--- src/inc/rtosu_pkg.sv ---
// rtosu_pkg: constants and carrier types for the terminal status register (upper half).
// assumes a single 25 MHz system clock; no other package is needed.
`default_nettype none

package rtosu_pkg;

    // ---------------------------------------------------------------
    // clock and timing
    // ---------------------------------------------------------------
    localparam int unsigned CLK_FREQ_HZ   = 25_000_000;
    localparam int unsigned CLK_PERIOD_NS = 40;
    // post-reset internal initialization time (ram clear and similar)
    localparam int unsigned INIT_TIME_NS  = 2000;
    // longest-time figure would round down, a least time rounds up
    localparam int unsigned INIT_CYCLES   =
        (INIT_TIME_NS + CLK_PERIOD_NS - 1) / CLK_PERIOD_NS;

    // ---------------------------------------------------------------
    // register map
    // ---------------------------------------------------------------
    localparam logic [15:0] OPSTAT_OFFSET = 16'h0002;
    localparam int unsigned DATA_W        = 16;

    // field positions
    localparam int unsigned ADDR_MSB      = 15;
    localparam int unsigned ADDR_LSB      = 11;
    localparam int unsigned PARITY_BIT    = 10;
    localparam int unsigned LOCK_BIT      = 9;
    localparam int unsigned AUTO_INIT_ENABLE_BIT    = 8;
    localparam int unsigned READY_BIT     = 7;
    localparam int unsigned ACTIVE_BIT    = 6;
    localparam int unsigned LOW_W         = 6;

    // reset values of the register-held fields
    localparam logic [4:0]  ADDR_RST      = 5'h00;
    localparam logic        PARITY_RST    = 1'b0;
    localparam logic        LOCK_RST      = 1'b0;
    localparam logic        AUTO_INIT_ENABLE_RST    = 1'b0;
    localparam logic [15:0] RDATA_RST     = 16'h0000;

    // ---------------------------------------------------------------
    // carrier types
    // ---------------------------------------------------------------
    typedef struct packed {
        logic [4:0] terminal_address;
        logic       terminal_address_parity;
        logic       lock;
    } rtosu_strap_type;

    typedef struct packed {
        logic        en;
        logic [15:0] data;
    } rtosu_write_type;

    typedef enum logic [2:0] {
        ST_HOLD = 3'b000,
        ST_INIT = 3'b001,
        ST_AUTO = 3'b011,
        ST_WAIT = 3'b010,
        ST_RUN  = 3'b110
    } rtosu_state_type;

endpackage

`default_nettype wire

--- src/core/rtosu_seq.sv ---
// rtosu_seq: post-reset sequencer giving ready, auto-init start and terminal run.
// assumes master_reset_n is synchronous to clk_sys and held low at least one edge.
`timescale 1ns/10ps
`default_nettype none

module rtosu_seq
#(
    parameter int unsigned INIT_CNT = rtosu_pkg::INIT_CYCLES
)
(
    // clock and reset
    input  wire logic                     clk_sys,
    input  wire logic                     rst,
    input  wire logic                     ce,
    // master reset level and its release strobe
    input  wire logic                     master_reset_n,
    input  wire logic                     mr_release,
    // sampled strap and configuration
    input  wire logic                     auto_init_enable,
    input  wire logic                     terminal_execute,
    input  wire logic                     auto_init_done,
    // sequencer outputs
    output logic                          ready,
    output logic                          auto_init_start,
    output logic                          auto_init_busy,
    output logic                          terminal_run,
    output rtosu_pkg::rtosu_state_type    state
);
    import rtosu_pkg::*;

    localparam int unsigned CW = (INIT_CNT < 2) ? 1 : $clog2(INIT_CNT + 1);

    initial
    begin
        if (INIT_CNT < 1)
            $error("rtosu_seq: INIT_CNT must be at least one cycle");
    end

    rtosu_state_type state_q;
    rtosu_state_type state_d;
    logic [CW-1:0]   cnt_q;
    logic            start_q;

    // ---------------------------------------------------------------
    // state register
    // ---------------------------------------------------------------
    always_ff @(posedge clk_sys or posedge rst)
    begin
        if (rst)
            state_q <= ST_HOLD;
        else if (ce)
            state_q <= state_d;
    end

    always_comb
    begin
        state_d = state_q;
        unique case (state_q)
            ST_HOLD:
                if (mr_release)
                    state_d = ST_INIT;
            ST_INIT:
                if (cnt_q == CW'(INIT_CNT - 1))
                    state_d = auto_init_enable ? ST_AUTO : ST_WAIT;
            ST_AUTO:
                if (auto_init_done)
                    state_d = ST_WAIT;
            ST_WAIT:
                // auto-init may itself have set execute
                if (terminal_execute)
                    state_d = ST_RUN;
            ST_RUN:
                if (!terminal_execute)
                    state_d = ST_WAIT;
        endcase
        // master reset overrides every state
        if (!master_reset_n)
            state_d = ST_HOLD;
    end

    // ---------------------------------------------------------------
    // init counter and auto-init start pulse
    // ---------------------------------------------------------------
    always_ff @(posedge clk_sys or posedge rst)
    begin
        if (rst)
            cnt_q <= '0;
        else if (ce)
        begin
            if (state_q == ST_INIT)
                cnt_q <= cnt_q + CW'(1);
            else
                cnt_q <= '0;
        end
    end

    always_ff @(posedge clk_sys or posedge rst)
    begin
        if (rst)
            start_q <= 1'b0;
        else if (ce)
            start_q <= (state_q == ST_INIT) && (state_d == ST_AUTO);
    end

    // ready once internal init is over; ram then accepts config data
    assign ready           = (state_q == ST_AUTO) || (state_q == ST_WAIT) ||
                             (state_q == ST_RUN);
    assign auto_init_start = start_q;
    assign auto_init_busy  = (state_q == ST_AUTO);
    assign terminal_run    = (state_q == ST_RUN);
    assign state           = state_q;

endmodule

`default_nettype wire

--- src/core/rtosu_status.sv ---
// rtosu_status: upper ten bits of the terminal operational status register.
// assumes host and auto-init write ports are synchronous to clk_sys; low six
// bits are produced elsewhere and only passed through on read.
`timescale 1ns/10ps
`default_nettype none

module rtosu_status
#(
    parameter int unsigned INIT_CNT = rtosu_pkg::INIT_CYCLES
)
(
    // clock, reset, enable
    input  wire logic                     clk_sys,
    input  wire logic                     rst,
    input  wire logic                     ce,
    // master reset pin and strap pins
    input  wire logic                     master_reset_n,
    input  wire rtosu_pkg::rtosu_strap_type strap,
    input  wire logic                     auto_init_enable_pin,
    // host register port
    input  wire logic [15:0]              host_addr,
    input  wire logic                     host_rd,
    input  wire rtosu_pkg::rtosu_write_type host_wr,
    output logic [15:0]                   host_rdata,
    output logic                          host_rvalid,
    // auto-initialization engine
    input  wire rtosu_pkg::rtosu_write_type ai_wr,
    input  wire logic                     auto_init_done,
    output logic                          auto_init_start,
    output logic                          auto_init_busy,
    // terminal side
    input  wire logic                     terminal_execute,
    input  wire logic                     valid_command,
    input  wire logic                     command_done,
    input  wire logic [5:0]               status_low,
    // status pins
    output logic                          ready,
    output logic                          active,
    output logic                          terminal_run,
    output logic [4:0]                    terminal_address,
    output logic                          terminal_address_parity,
    output logic                          address_locked
);
    import rtosu_pkg::*;

    initial
    begin
        if (INIT_CNT < 1)
            $error("rtosu_status: INIT_CNT must be at least one cycle");
    end

    // ---------------------------------------------------------------
    // master reset release detect
    // ---------------------------------------------------------------
    logic mr_n_q;
    logic mr_release;

    always_ff @(posedge clk_sys or posedge rst)
    begin
        if (rst)
            mr_n_q <= 1'b0;
        else if (ce)
            mr_n_q <= master_reset_n;
    end

    // pins are synchronous, so a plain edge detect is safe here
    assign mr_release = master_reset_n && !mr_n_q;

    // ---------------------------------------------------------------
    // sequencer
    // ---------------------------------------------------------------
    logic            auto_init_enable_q;
    logic            seq_ready;

    rtosu_seq
    #(
        .INIT_CNT (INIT_CNT)
    )
    u_seq
    (
        .clk_sys          (clk_sys),
        .rst              (rst),
        .ce               (ce),
        .master_reset_n   (master_reset_n),
        .mr_release       (mr_release),
        .auto_init_enable (auto_init_enable_q),
        .terminal_execute (terminal_execute),
        .auto_init_done   (auto_init_done),
        .ready            (seq_ready),
        .auto_init_start  (auto_init_start),
        .auto_init_busy   (auto_init_busy),
        .terminal_run     (terminal_run),
        .state            ()
    );

    // ---------------------------------------------------------------
    // write arbitration
    // ---------------------------------------------------------------
    logic            host_hit;
    logic            wr_en;
    logic [15:0]     wr_data;
    logic            field_writable;

    assign host_hit = (host_addr == OPSTAT_OFFSET);

    // auto-init owns the register while it runs; host writes then dropped
    always_comb
    begin
        wr_en   = 1'b0;
        wr_data = '0;
        if (auto_init_busy && ai_wr.en)
        begin
            wr_en   = 1'b1;
            wr_data = ai_wr.data;
        end
        else if (!auto_init_busy && host_wr.en && host_hit)
        begin
            wr_en   = 1'b1;
            wr_data = host_wr.data;
        end
    end

    // writes reach the upper fields only when unlocked and not executing
    assign field_writable = !address_locked && !terminal_execute;

    // ---------------------------------------------------------------
    // address, parity and lock fields
    // ---------------------------------------------------------------
    logic [4:0] addr_q;
    logic       parity_q;
    logic       lock_q;

    // besides writes, only rst and master reset touch these; no soft reset input exists
    always_ff @(posedge clk_sys or posedge rst)
    begin
        if (rst)
        begin
            addr_q   <= ADDR_RST;
            parity_q <= PARITY_RST;
        end
        else if (ce)
        begin
            if (mr_release)
            begin
                addr_q   <= strap.terminal_address;
                parity_q <= strap.terminal_address_parity;
            end
            else if (wr_en && field_writable)
            begin
                addr_q   <= wr_data[ADDR_MSB:ADDR_LSB];
                parity_q <= wr_data[PARITY_BIT];
            end
            // other writes leave the fields as they are
        end
    end

    always_ff @(posedge clk_sys or posedge rst)
    begin
        if (rst)
            lock_q <= LOCK_RST;
        else if (ce)
        begin
            if (mr_release)
                lock_q <= strap.lock;
            else if (wr_en && field_writable && wr_data[LOCK_BIT])
                lock_q <= 1'b1;
            // set lock sticks: nothing but rst or master reset clears it
        end
    end

    // ---------------------------------------------------------------
    // auto-init enable capture
    // ---------------------------------------------------------------
    always_ff @(posedge clk_sys or posedge rst)
    begin
        if (rst)
            auto_init_enable_q <= AUTO_INIT_ENABLE_RST;
        else if (ce && mr_release)
            auto_init_enable_q <= auto_init_enable_pin;
    end

    // ---------------------------------------------------------------
    // active flag
    // ---------------------------------------------------------------
    logic active_q;

    always_ff @(posedge clk_sys or posedge rst)
    begin
        if (rst)
            active_q <= 1'b0;
        else if (ce)
        begin
            if (!master_reset_n)
                active_q <= 1'b0;
            else if (valid_command && terminal_run)
                active_q <= 1'b1;
            else if (command_done || !terminal_run)
                active_q <= 1'b0;
        end
    end

    // ---------------------------------------------------------------
    // ready flag
    // ---------------------------------------------------------------
    logic ready_q;

    // registered so the pin and bit 7 are the same flop
    always_ff @(posedge clk_sys or posedge rst)
    begin
        if (rst)
            ready_q <= 1'b0;
        else if (ce)
            ready_q <= seq_ready && master_reset_n;
    end

    // ---------------------------------------------------------------
    // read path
    // ---------------------------------------------------------------
    logic [15:0] status_word;
    logic [15:0] rdata_q;
    logic        rvalid_q;

    always_comb
    begin
        status_word                    = '0;
        status_word[ADDR_MSB:ADDR_LSB] = addr_q;
        status_word[PARITY_BIT]        = parity_q;
        status_word[LOCK_BIT]          = lock_q;
        status_word[AUTO_INIT_ENABLE_BIT]        = auto_init_enable_q;
        status_word[READY_BIT]         = ready_q;
        status_word[ACTIVE_BIT]        = active_q;
        status_word[LOW_W-1:0]         = status_low;
    end

    // unmapped address reads back zero
    always_ff @(posedge clk_sys or posedge rst)
    begin
        if (rst)
        begin
            rdata_q  <= RDATA_RST;
            rvalid_q <= 1'b0;
        end
        else if (ce)
        begin
            rvalid_q <= host_rd;
            if (host_rd)
                rdata_q <= host_hit ? status_word : RDATA_RST;
        end
    end

    // ---------------------------------------------------------------
    // outputs
    // ---------------------------------------------------------------
    assign host_rdata              = rdata_q;
    assign host_rvalid             = rvalid_q;
    assign ready                   = ready_q;
    assign active                  = active_q;
    assign terminal_address        = addr_q;
    assign terminal_address_parity = parity_q;
    assign address_locked          = lock_q;

endmodule

`default_nettype wire

--- config.mk ---
export PLATFORM = sky130hd
export DESIGN_NAME = rtosu_status
export DESIGN_NICKNAME = d
export VERILOG_FILES = /design/src/inc/rtosu_pkg.sv /design/src/core/rtosu_seq.sv /design/src/core/rtosu_status.sv
export SDC_FILE = /design/constraint.sdc
export NUM_CORES = 1
export LEC_CHECK = 0
export BUFFER_PORTS_ARGS = -buffer_cell sky130_fd_sc_hd__buf_2
export CAP_MARGIN = 20
export CORE_MARGIN = 1.5
export CORE_UTILIZATION = 40
export DETAILED_ROUTE_END_ITERATION = 8
export MAX_ROUTING_LAYER = met4
export PLACE_DENSITY_LB_ADDON = 0.25
export SLEW_MARGIN = 25
export SYNTH_ARGS = -nofsm -noshare
export SYNTH_HDL_FRONTEND = slang
export SYNTH_SLANG_ARGS = --single-unit
--- constraint.sdc ---
create_clock -name clk_sys -period 2.6 [get_ports clk_sys]
set_input_delay 0.52 -clock clk_sys [delete_from_list [all_inputs] [get_ports clk_sys]]
set_output_delay 0.52 -clock clk_sys [all_outputs]
set_load 0.1 [all_outputs]
=== After elaboration in Yosys (flattened, before gate mapping) ===
Cells that the tools add are included.

* Register bits: 38
* Output and inout port bits: 29
* Logic and storage cells: 70

* Add/sub/neg operators: 1
* Equal/unequal tests: 8
* Multiplexer cells: 23
* Reduce and logical (&&, ||, !) cells: 26

{| class="wikitable"
|+ Operator list
! cell !! count
|-
| $mux 16 || 3
|-
| $mux 3 || 6
|-
| $eq 16x2->1 const B || 1
|-
| $pmux 3 s5 || 1
|-
| $logic_and 1x1->1 || 11
|-
| $mux 1 || 10
|-
| $mux 5 || 2
|-
| $eq 3x2->1 const B || 3
|-
| $reduce_and 2->1 || 4
|-
| $add 6x1->6 const B || 1
|-
| $eq 6x6->1 const B || 1
|-
| $mux 6 || 1
|-
| $logic_not 1->1 || 5
|-
| $reduce_bool 2->1 || 2
|-
| $eq 3x1->1 const B || 1
|-
| $eq 3x3->1 const B || 1
|-
| $logic_not 3->1 || 1
|-
| $logic_or 1x1->1 || 3
|-
| $ne 3x1->1 const B || 1
|}

=== Longest topological paths before layout ===
Gate-level depths: netlist of the first run.

* Depth after elaboration: 10
* Mapped depth: 8
* Mapped depth without buffers: 7

=== Cells and area by module ===
Synthesis of the first run repeated with hierarchy kept, for this count alone.

* Cell total of the unflattened synthesis: 180
* Area, all modules: 1,991.9 um^2

{| class="wikitable"
|+ By module, submodules not included
! module !! times used !! cells each !! area an instance (um^2)
|-
| rtosu_status || 1 || 113 || 1,380.1
|-
| rtosu_seq || 1 || 67 || 611.8
|}

=== Least setup slack after synthesis of the first run ===
OpenSTA, ideal clock, no wires.

* Path kind: reg2reg
* Start point: register u_seq.state_q[2], in the netlist u_seq.state[2]
* End point: register addr_q[0], in the netlist terminal_address[0]
* Setup time: 126 ps
* Arrival: 2,053 ps
* Setup slack: 421 ps
* Stages on the path, launching flop included: 6
* Path buffers: 1
* Clock period less this slack: 2,179 ps
* Cell sequence: dfrtp_1 -> and3b_1 -> nand3b_1 -> o21a_1 -> buf_6 -> mux2_4

* Cells in the longest elaborated chain, start to end: 9

{| class="wikitable"
|+ RTL lines
! element !! RTL line !! text
|-
| start: declaration || rtosu_seq.sv:39 || <nowiki>rtosu_state_type state_q;</nowiki>
|-
| start signal: assignment || rtosu_seq.sv:52 || <nowiki>state_q <= state_d;</nowiki>
|-
| $eq 3x2->1 * || rtosu_seq.sv:109 || <nowiki>assign auto_init_busy = (state_q == ST_AUTO);</nowiki>
|-
| via auto_init_busy || rtosu_status.sv:30 || <nowiki>output logic auto_init_busy,</nowiki>
|-
| $logic_not 1->1 || rtosu_status.sv:116 || <nowiki>else if (!auto_init_busy && host_wr.en && host_hit)</nowiki>
|-
| $logic_and 1x1->1 (2 in a row) || rtosu_status.sv:116 ||
|-
| $mux 1 || rtosu_status.sv:116 ||
|-
| $mux 1 || rtosu_status.sv:111 || <nowiki>if (auto_init_busy && ai_wr.en)</nowiki>
|-
| $logic_and 1x1->1 || rtosu_status.sv:148 || <nowiki>else if (wr_en && field_writable)</nowiki>
|-
| $reduce_bool 2->1 (no source line) || - ||
|-
| $reduce_and 2->1 (no source line) || - ||
|-
| end signal: assignment || rtosu_status.sv:145 || <nowiki>addr_q <= strap.terminal_address;</nowiki>
|-
| end signal: assignment || rtosu_status.sv:150 || <nowiki>addr_q <= wr_data[ADDR_MSB:ADDR_LSB];</nowiki>
|-
| end: declaration || rtosu_status.sv:129 || <nowiki>logic [4:0] addr_q;</nowiki>
|}

Mark *: on every way through the listed nets, which the timed path passes. The rest lies on a longest branch. The select of a mux whose other input is x is not followed.
A chain may end at the register's enable or synchronous reset.

=== Worst setup path after layout of the first run ===
* Start point: register u_seq.state_q[1], in the netlist u_seq.state[1]
* End point: output port terminal_run

* Cells in the longest elaborated chain, start to end: 1

{| class="wikitable"
|+ RTL lines
! element !! RTL line !! text
|-
| $eq 3x3->1 || rtosu_seq.sv:110 || <nowiki>assign terminal_run = (state_q == ST_RUN);</nowiki>
|-
| end: declaration || rtosu_status.sv:39 || <nowiki>output logic terminal_run,</nowiki>
|}

Every way passes these cells.

==> metrics, run 1 <==
total length of routed wires=4.63 mm; GR Overflow Total=0; post-synth top area cell=dfrtp_1; Post-CTS Resized=0; CTS max path bufs=2; Worst EP required=2080 ps; count leader, synth=dfrtp_1; Crit. End Element=output port; yosys warns=0; predominant post-synthesis flop cell=dfrtp_1; unrepaired setup endpoints after global routing=no; total track usage=19.0%; DRT iter0 DRCs=95; initial antenna violation count=0; total CTS buffers=5; syn avg cell area=10.4 um2; WP buf/inv=1; antenna diode count=0; sequential cell area fraction in the yosys report=48.5%; post-route ant nets=0; Leak=1.27 nW; Synth cell types=46; Reg2Reg Setup Slack=680 ps; critical path's slowest cell=dfrtp_1; CP Launch Point=u_seq.state[1]$_DFFE_PP0P_; Setup Viol. Count Final=0; Slew HR=67.1%; syn_nets=263; mapped cell area=1960 um2; Clk pin slew, worst setup/hold paths=70 ps; Reg-to-Reg Start=u_seq.state[1]$_DFFE_PP0P_; first-pass GRT wire length=7.45 mm; CTS tree=done; reg2reg end=terminal_address[0]$_DFFE_PP0P_; H-Tree Depth=2; clk sink count=38; Starting Density=41.5%; Port Buffers=83; Clock Skew=4.49 ps; Die X=73.0 um; delay-heaviest family, CP=flip-flops; Cell Rows=25; max-capacitance violation count=0; Post-synth ARST share=100%; DR vias=1,726; CP cell instances=nor2b_1 > and2_1 > buf_2; startpoint types=flip-flop; worst vdd ir=0.227 mV; Post-synth top cells=dfrtp_1 (38), a22o_1 (16), a21oi_1 (15), nand2_1 (12); share of the synthesized area in the top cell type=48.5%; placed cells=330; die area=5330 um2; TritonRoute pass-1 iters=4; Critical Path Max Stage Delay=480 ps; Pwr Density=568 nW/um2; FF+latch count, synth=38; Post-CTS Repair Setup Buffers=0; CTS Hold Buffers Added=0; Worst R2R Path Depth=4; Hold Path Class=in2async; DP Worst Slack=505 ps; slew at the pin closest to its max-slew limit=497 ps; final hold vios=0; cells after synthesis=188; min cycle time layout=2140 ps; layout cells sized above 1=40.6%; vias in the first global route=1,572; worst setup margin=462 ps; Root Driver=clkbuf_8; WL/cell=13.7 um; Util after Layout=53.1%; number of synthesized flops with an enable pin=0; status=completed; Overall Power=1.43 mW; crit share post-route=82.2%; DR vias/cell=5.11; Synth area leaders=dfrtp_1 (49%), a22o_1 (7.2%), mux2_4 (4.6%); total negative slack=0 ps; pin count of the biggest net entering global routing=39; synth-to-layout area growth=28.1%; Worst Path Class, Setup=reg2out; die height=73.0 um; crit path DAT=1620 ps; Post-Layout Cell Count=338; Worst-Skew Late Latency=290 ps; worst-path maximum fanout=10; DRC Markers=0; GP Congestion=0.729; Total Nets Final=345; fmax=468 MHz; Post-DP HPWL=3.46 mm; # IOs=102; Final Slew Violations=0; Core Region=4720 um2
## worst min-delay path, delay by kind of cell
kind / cells / cell delay (ps)
buffers and inverters: 3 / 540
## state kept, by name (all words and copies together) (netlist names), 3 cells and up
register	flops
u_seq.cnt_q	6
terminal_address	5
u_seq.state	3
host_rdata	16
## metal layers
| metal | GRT usage (%) | wire [um] | vias to the layer above |
|---|---|---|---|
| li1 | - | - | 854 |
| met1 | 23.7 | 2140 | 802 |
| met2 | 30.5 | 2130 | 65 |
| met3 | 4.83 | 307 | 5 |
| met4 | 5.45 | 48 | 0 |
| met5 | - | 0 | - |
## metrics by stage
stage	hold WS (ps)	cell area (um2)
finish	331	2510
global route	400	2510
CTS	354	2510
detailed placement	485	2410
global placement	483	2410
floorplan	502	1960
## layout make-up
type / instances / area [um2]
multi-input combinational: 127 / 893
clock buffer: 6 / 82.6
inverter: 11 / 41.3
fill: 420 / 2210
sequential: 38 / 951
tap: 67 / 83.8
timing repair buffer: 87 / 445
clock inverter: 2 / 12.5
## where the power goes
part / switching (mW) / internal [mW] / total (mW)
combinational: 0.256 / 0.0995 / 0.356
clock: 0.204 / 0.213 / 0.417
sequential: 0.0303 / 0.623 / 0.654
total: 0.491 / 0.936 / 1.43
## worst max path at each step
| stage | end | cells past startpoint |
|---|---|---|
| 2_1_floorplan | terminal_address[0]$_DFFE_PP0P_ | 5 |
| 3_3_place_gp | terminal_address[0]$_DFFE_PP0P_ | 5 |
| 3_5_place_dp | terminal_address[0]$_DFFE_PP0P_ | 5 |
| 4_1_cts | terminal_run | 3 |
| 5_1_grt | terminal_run | 3 |
| 6_report | terminal_run | 3 |
## logic make-up after synthesis
family | count (synthesis) | share of synthesized area [%]
simple gates | 61 | 17.9
xor+xnor | 2 | 0.894
compound gates | 53 | 19.3
flops | 38 | 48.5
mux | 9 | 6.19
buf+inv | 23 | 5.87
fa+ha+maj | 2 | 1.28
## layout by cell type (no fill, tap or decap), types with 2 or more instances in the layout
| master | Yosys | routed |
|---|---|---|
| buf_2 | 3 | 83 |
| dfrtp_1 | 38 | 38 |
| a22o_1 | 16 | 16 |
| a21oi_1 | 15 | 15 |
| nand2_1 | 12 | 12 |
| inv_1 | 11 | 11 |
| nor2_1 | 11 | 11 |
| o21ai_0 | 10 | 10 |
| nand4_1 | 9 | 9 |
| mux2_4 | 6 | 6 |
| clkbuf_8 | 0 | 6 |
| nor4_1 | 4 | 4 |
| nand3_1 | 4 | 4 |
| buf_4 | 0 | 4 |
| nor3_1 | 3 | 3 |
| nor4b_1 | 2 | 2 |
| nand3b_1 | 2 | 2 |
| o21a_1 | 2 | 2 |
| mux2i_1 | 2 | 2 |
| o22ai_1 | 2 | 2 |
| o21ai_1 | 2 | 2 |
| ha_1 | 2 | 2 |
(Power assumes the default switching activity.)
==> inputs of run 2 (changes only) <==
clock period = 2.1 ns   (was 2.6 ns; I/O delays follow)
==> run 2 against run 1 <==
  * Routed wire length grew 5.7%
  * Critical path depth did not move
  * Total power rose by 26%
  * Final cell count is 1.5% higher
  * Setup slack worse by 320 ps
  * Combinational power up 26%
  * Global-route usage up 1.2 points
  * Register-to-register slack lost 360 ps
  * Sequential share of layout area fell by 0.61 points
  * Utilization increased by 0.87 points
  * Sequential power up 24%
==> metrics, run 2 (synthesis results as in run 1) <==
worst-path maximum fanout=10; Root Driver=clkbuf_8; vias in the first global route=1,634; Port Buffers=83; Worst-Skew Late Latency=290 ps; synth-to-layout area growth=30.2%; initial antenna violation count=0; Post-DP HPWL=3.60 mm; pin count of the biggest net entering global routing=39; layout cells sized above 1=42.0%; H-Tree Depth=2; slew at the pin closest to its max-slew limit=503 ps; DR WL met3=344 um; Finished Cell Area=2550 um2; antenna diode count=0; Hold Path Class=in2async; Cell Rows=25; Clk pin slew, worst setup/hold paths=80 ps; first-pass GRT wire length=7.91 mm; worst vdd ir=0.321 mV; crit path DAT=1540 ps; crit share post-route=93.3%; Starting Density=41.5%; met2 wire length=2.25 mm; Crit. End Element=output port; GR Overflow Total=0; Post-DP Area=2450 um2; total track usage=20.2%; Worst Path Class, Setup=reg2out; # IOs=102; Setup Viol. Count Final=0; Clock Skew=4.81 ps; final hold vios=0; DR vias=1,772; DR vias/cell=5.17; status=completed; total negative slack=0 ps; max reg flops=16; total length of routed wires=4.89 mm; DP Worst Slack=147 ps; unrepaired setup endpoints after global routing=no; most common cell after layout, fill and taps aside=buf_2; Pwr Density=702 nW/um2; die height=73.0 um; Worst EP required=1680 ps; DRT iter0 DRCs=96; startpoint types=flip-flop; min cycle time layout=1960 ps; Highest Signal Layer=met4; Total Nets Final=350; TritonRoute pass-1 iters=4; GP Congestion=0.741; # fillers=450; CTS max path bufs=2; clk sink count=38; fmax=510 MHz; commonest non-fill, non-tap cells in the layout=buf_2 (82), dfrtp_1 (38), a22o_1 (16); DRC Markers=0; CTS tree=done; Core Region=4720 um2; worst setup margin=140 ps; Die X=73.0 um; WL/cell=14.3 um; Post-CTS Repair Setup Buffers=0; Leak=1.30 nW; WL met1=2.23 mm; post-route ant nets=0; Final Slew Violations=0; total CTS buffers=5; Slew HR=66.5%; max-capacitance violation count=0; die area=5330 um2
[run 2: cell types whose count changed in the layout (fill, tap and decap cells not counted), sizes merged]
cell / before / now
clkbuf: 6 / 7
buf: 87 / 91
[run 2: power breakdown]
| group | total [mW] | internal, mW | switching, mW | leakage, nW |
|---|---|---|---|---|
| Sequential | 0.810 | 0.772 | 0.0380 | 0.512 |
| Combinational | 0.449 | 0.128 | 0.321 | 0.739 |
| Clock | 0.533 | 0.264 | 0.269 | 0.0472 |
| Total | 1.79 | 1.16 | 0.628 | 1.30 |
[run 2: cell type report]
type                       count  area (um2)  share of cell area (%)
inverter                      11        41.3                    1.62
timing repair buffer          92         485                    19.0
tap                           67        83.8                    3.29
clock inverter                 2        12.5                   0.490
sequential                    38         951                    37.3
clock buffer                   6        82.6                    3.24
multi-input combinational    127         895                    35.1
[run 2: layer usage]
layer,vias to the layer above,global-route usage [%]
met1,841,25.9
met2,64,31.3
li1,862,-
met4,0,7.13
met3,5,4.70
met5,-,-
[run 2: critical path: stages, from the launching register on]
cell      delay (ps)
dfrtp_1          490
nor2b_1          250
and2_1           180
clkbuf_4         330
[run 2: repair_timing]
item	CTS	global route
resized for setup	0	1
endpoints found under the setup margin	0	1
hold buffers	0	0
[run 2: final timing paths]
path / start / to / slack [ps] / cells past startpoint
worst max-delay path: u_seq.state[1]$_DFFE_PP0P_ / terminal_run / 140 / 3
worst min-delay path: rst / host_rdata[11]$_DFFE_PP0P_ / 240 / 3
worst max register to register: u_seq.state[1]$_DFFE_PP0P_ / terminal_address[3]$_DFFE_PP0P_ / 320 / 4
worst min register to register: host_rdata[15]$_DFFE_PP0P_ / host_rdata[15]$_DFFE_PP0P_ / 500 / 1
max in group asynchronous: rst / active$_DFFE_PP0P_ / 1510 / 3
min in group clk_sys: status_low[0] / host_rdata[0]$_DFFE_PP0P_ / 350 / 2
[run 2: per-stage QoR]
stage | utilization, % | hold WS (ps) | power, mW | instances
6_report | 54.0 | 238 | 1.79 | 343
5_1_grt | 54.0 | 285 | 1.86 | 343
4_1_cts | 54.0 | 245 | 1.81 | 343
3_5_place_dp | 51.9 | 485 | 1.27 | 335
3_3_place_gp | 51.9 | 483 | 1.27 | 335
2_1_floorplan | - | 502 | 1.15 | 188
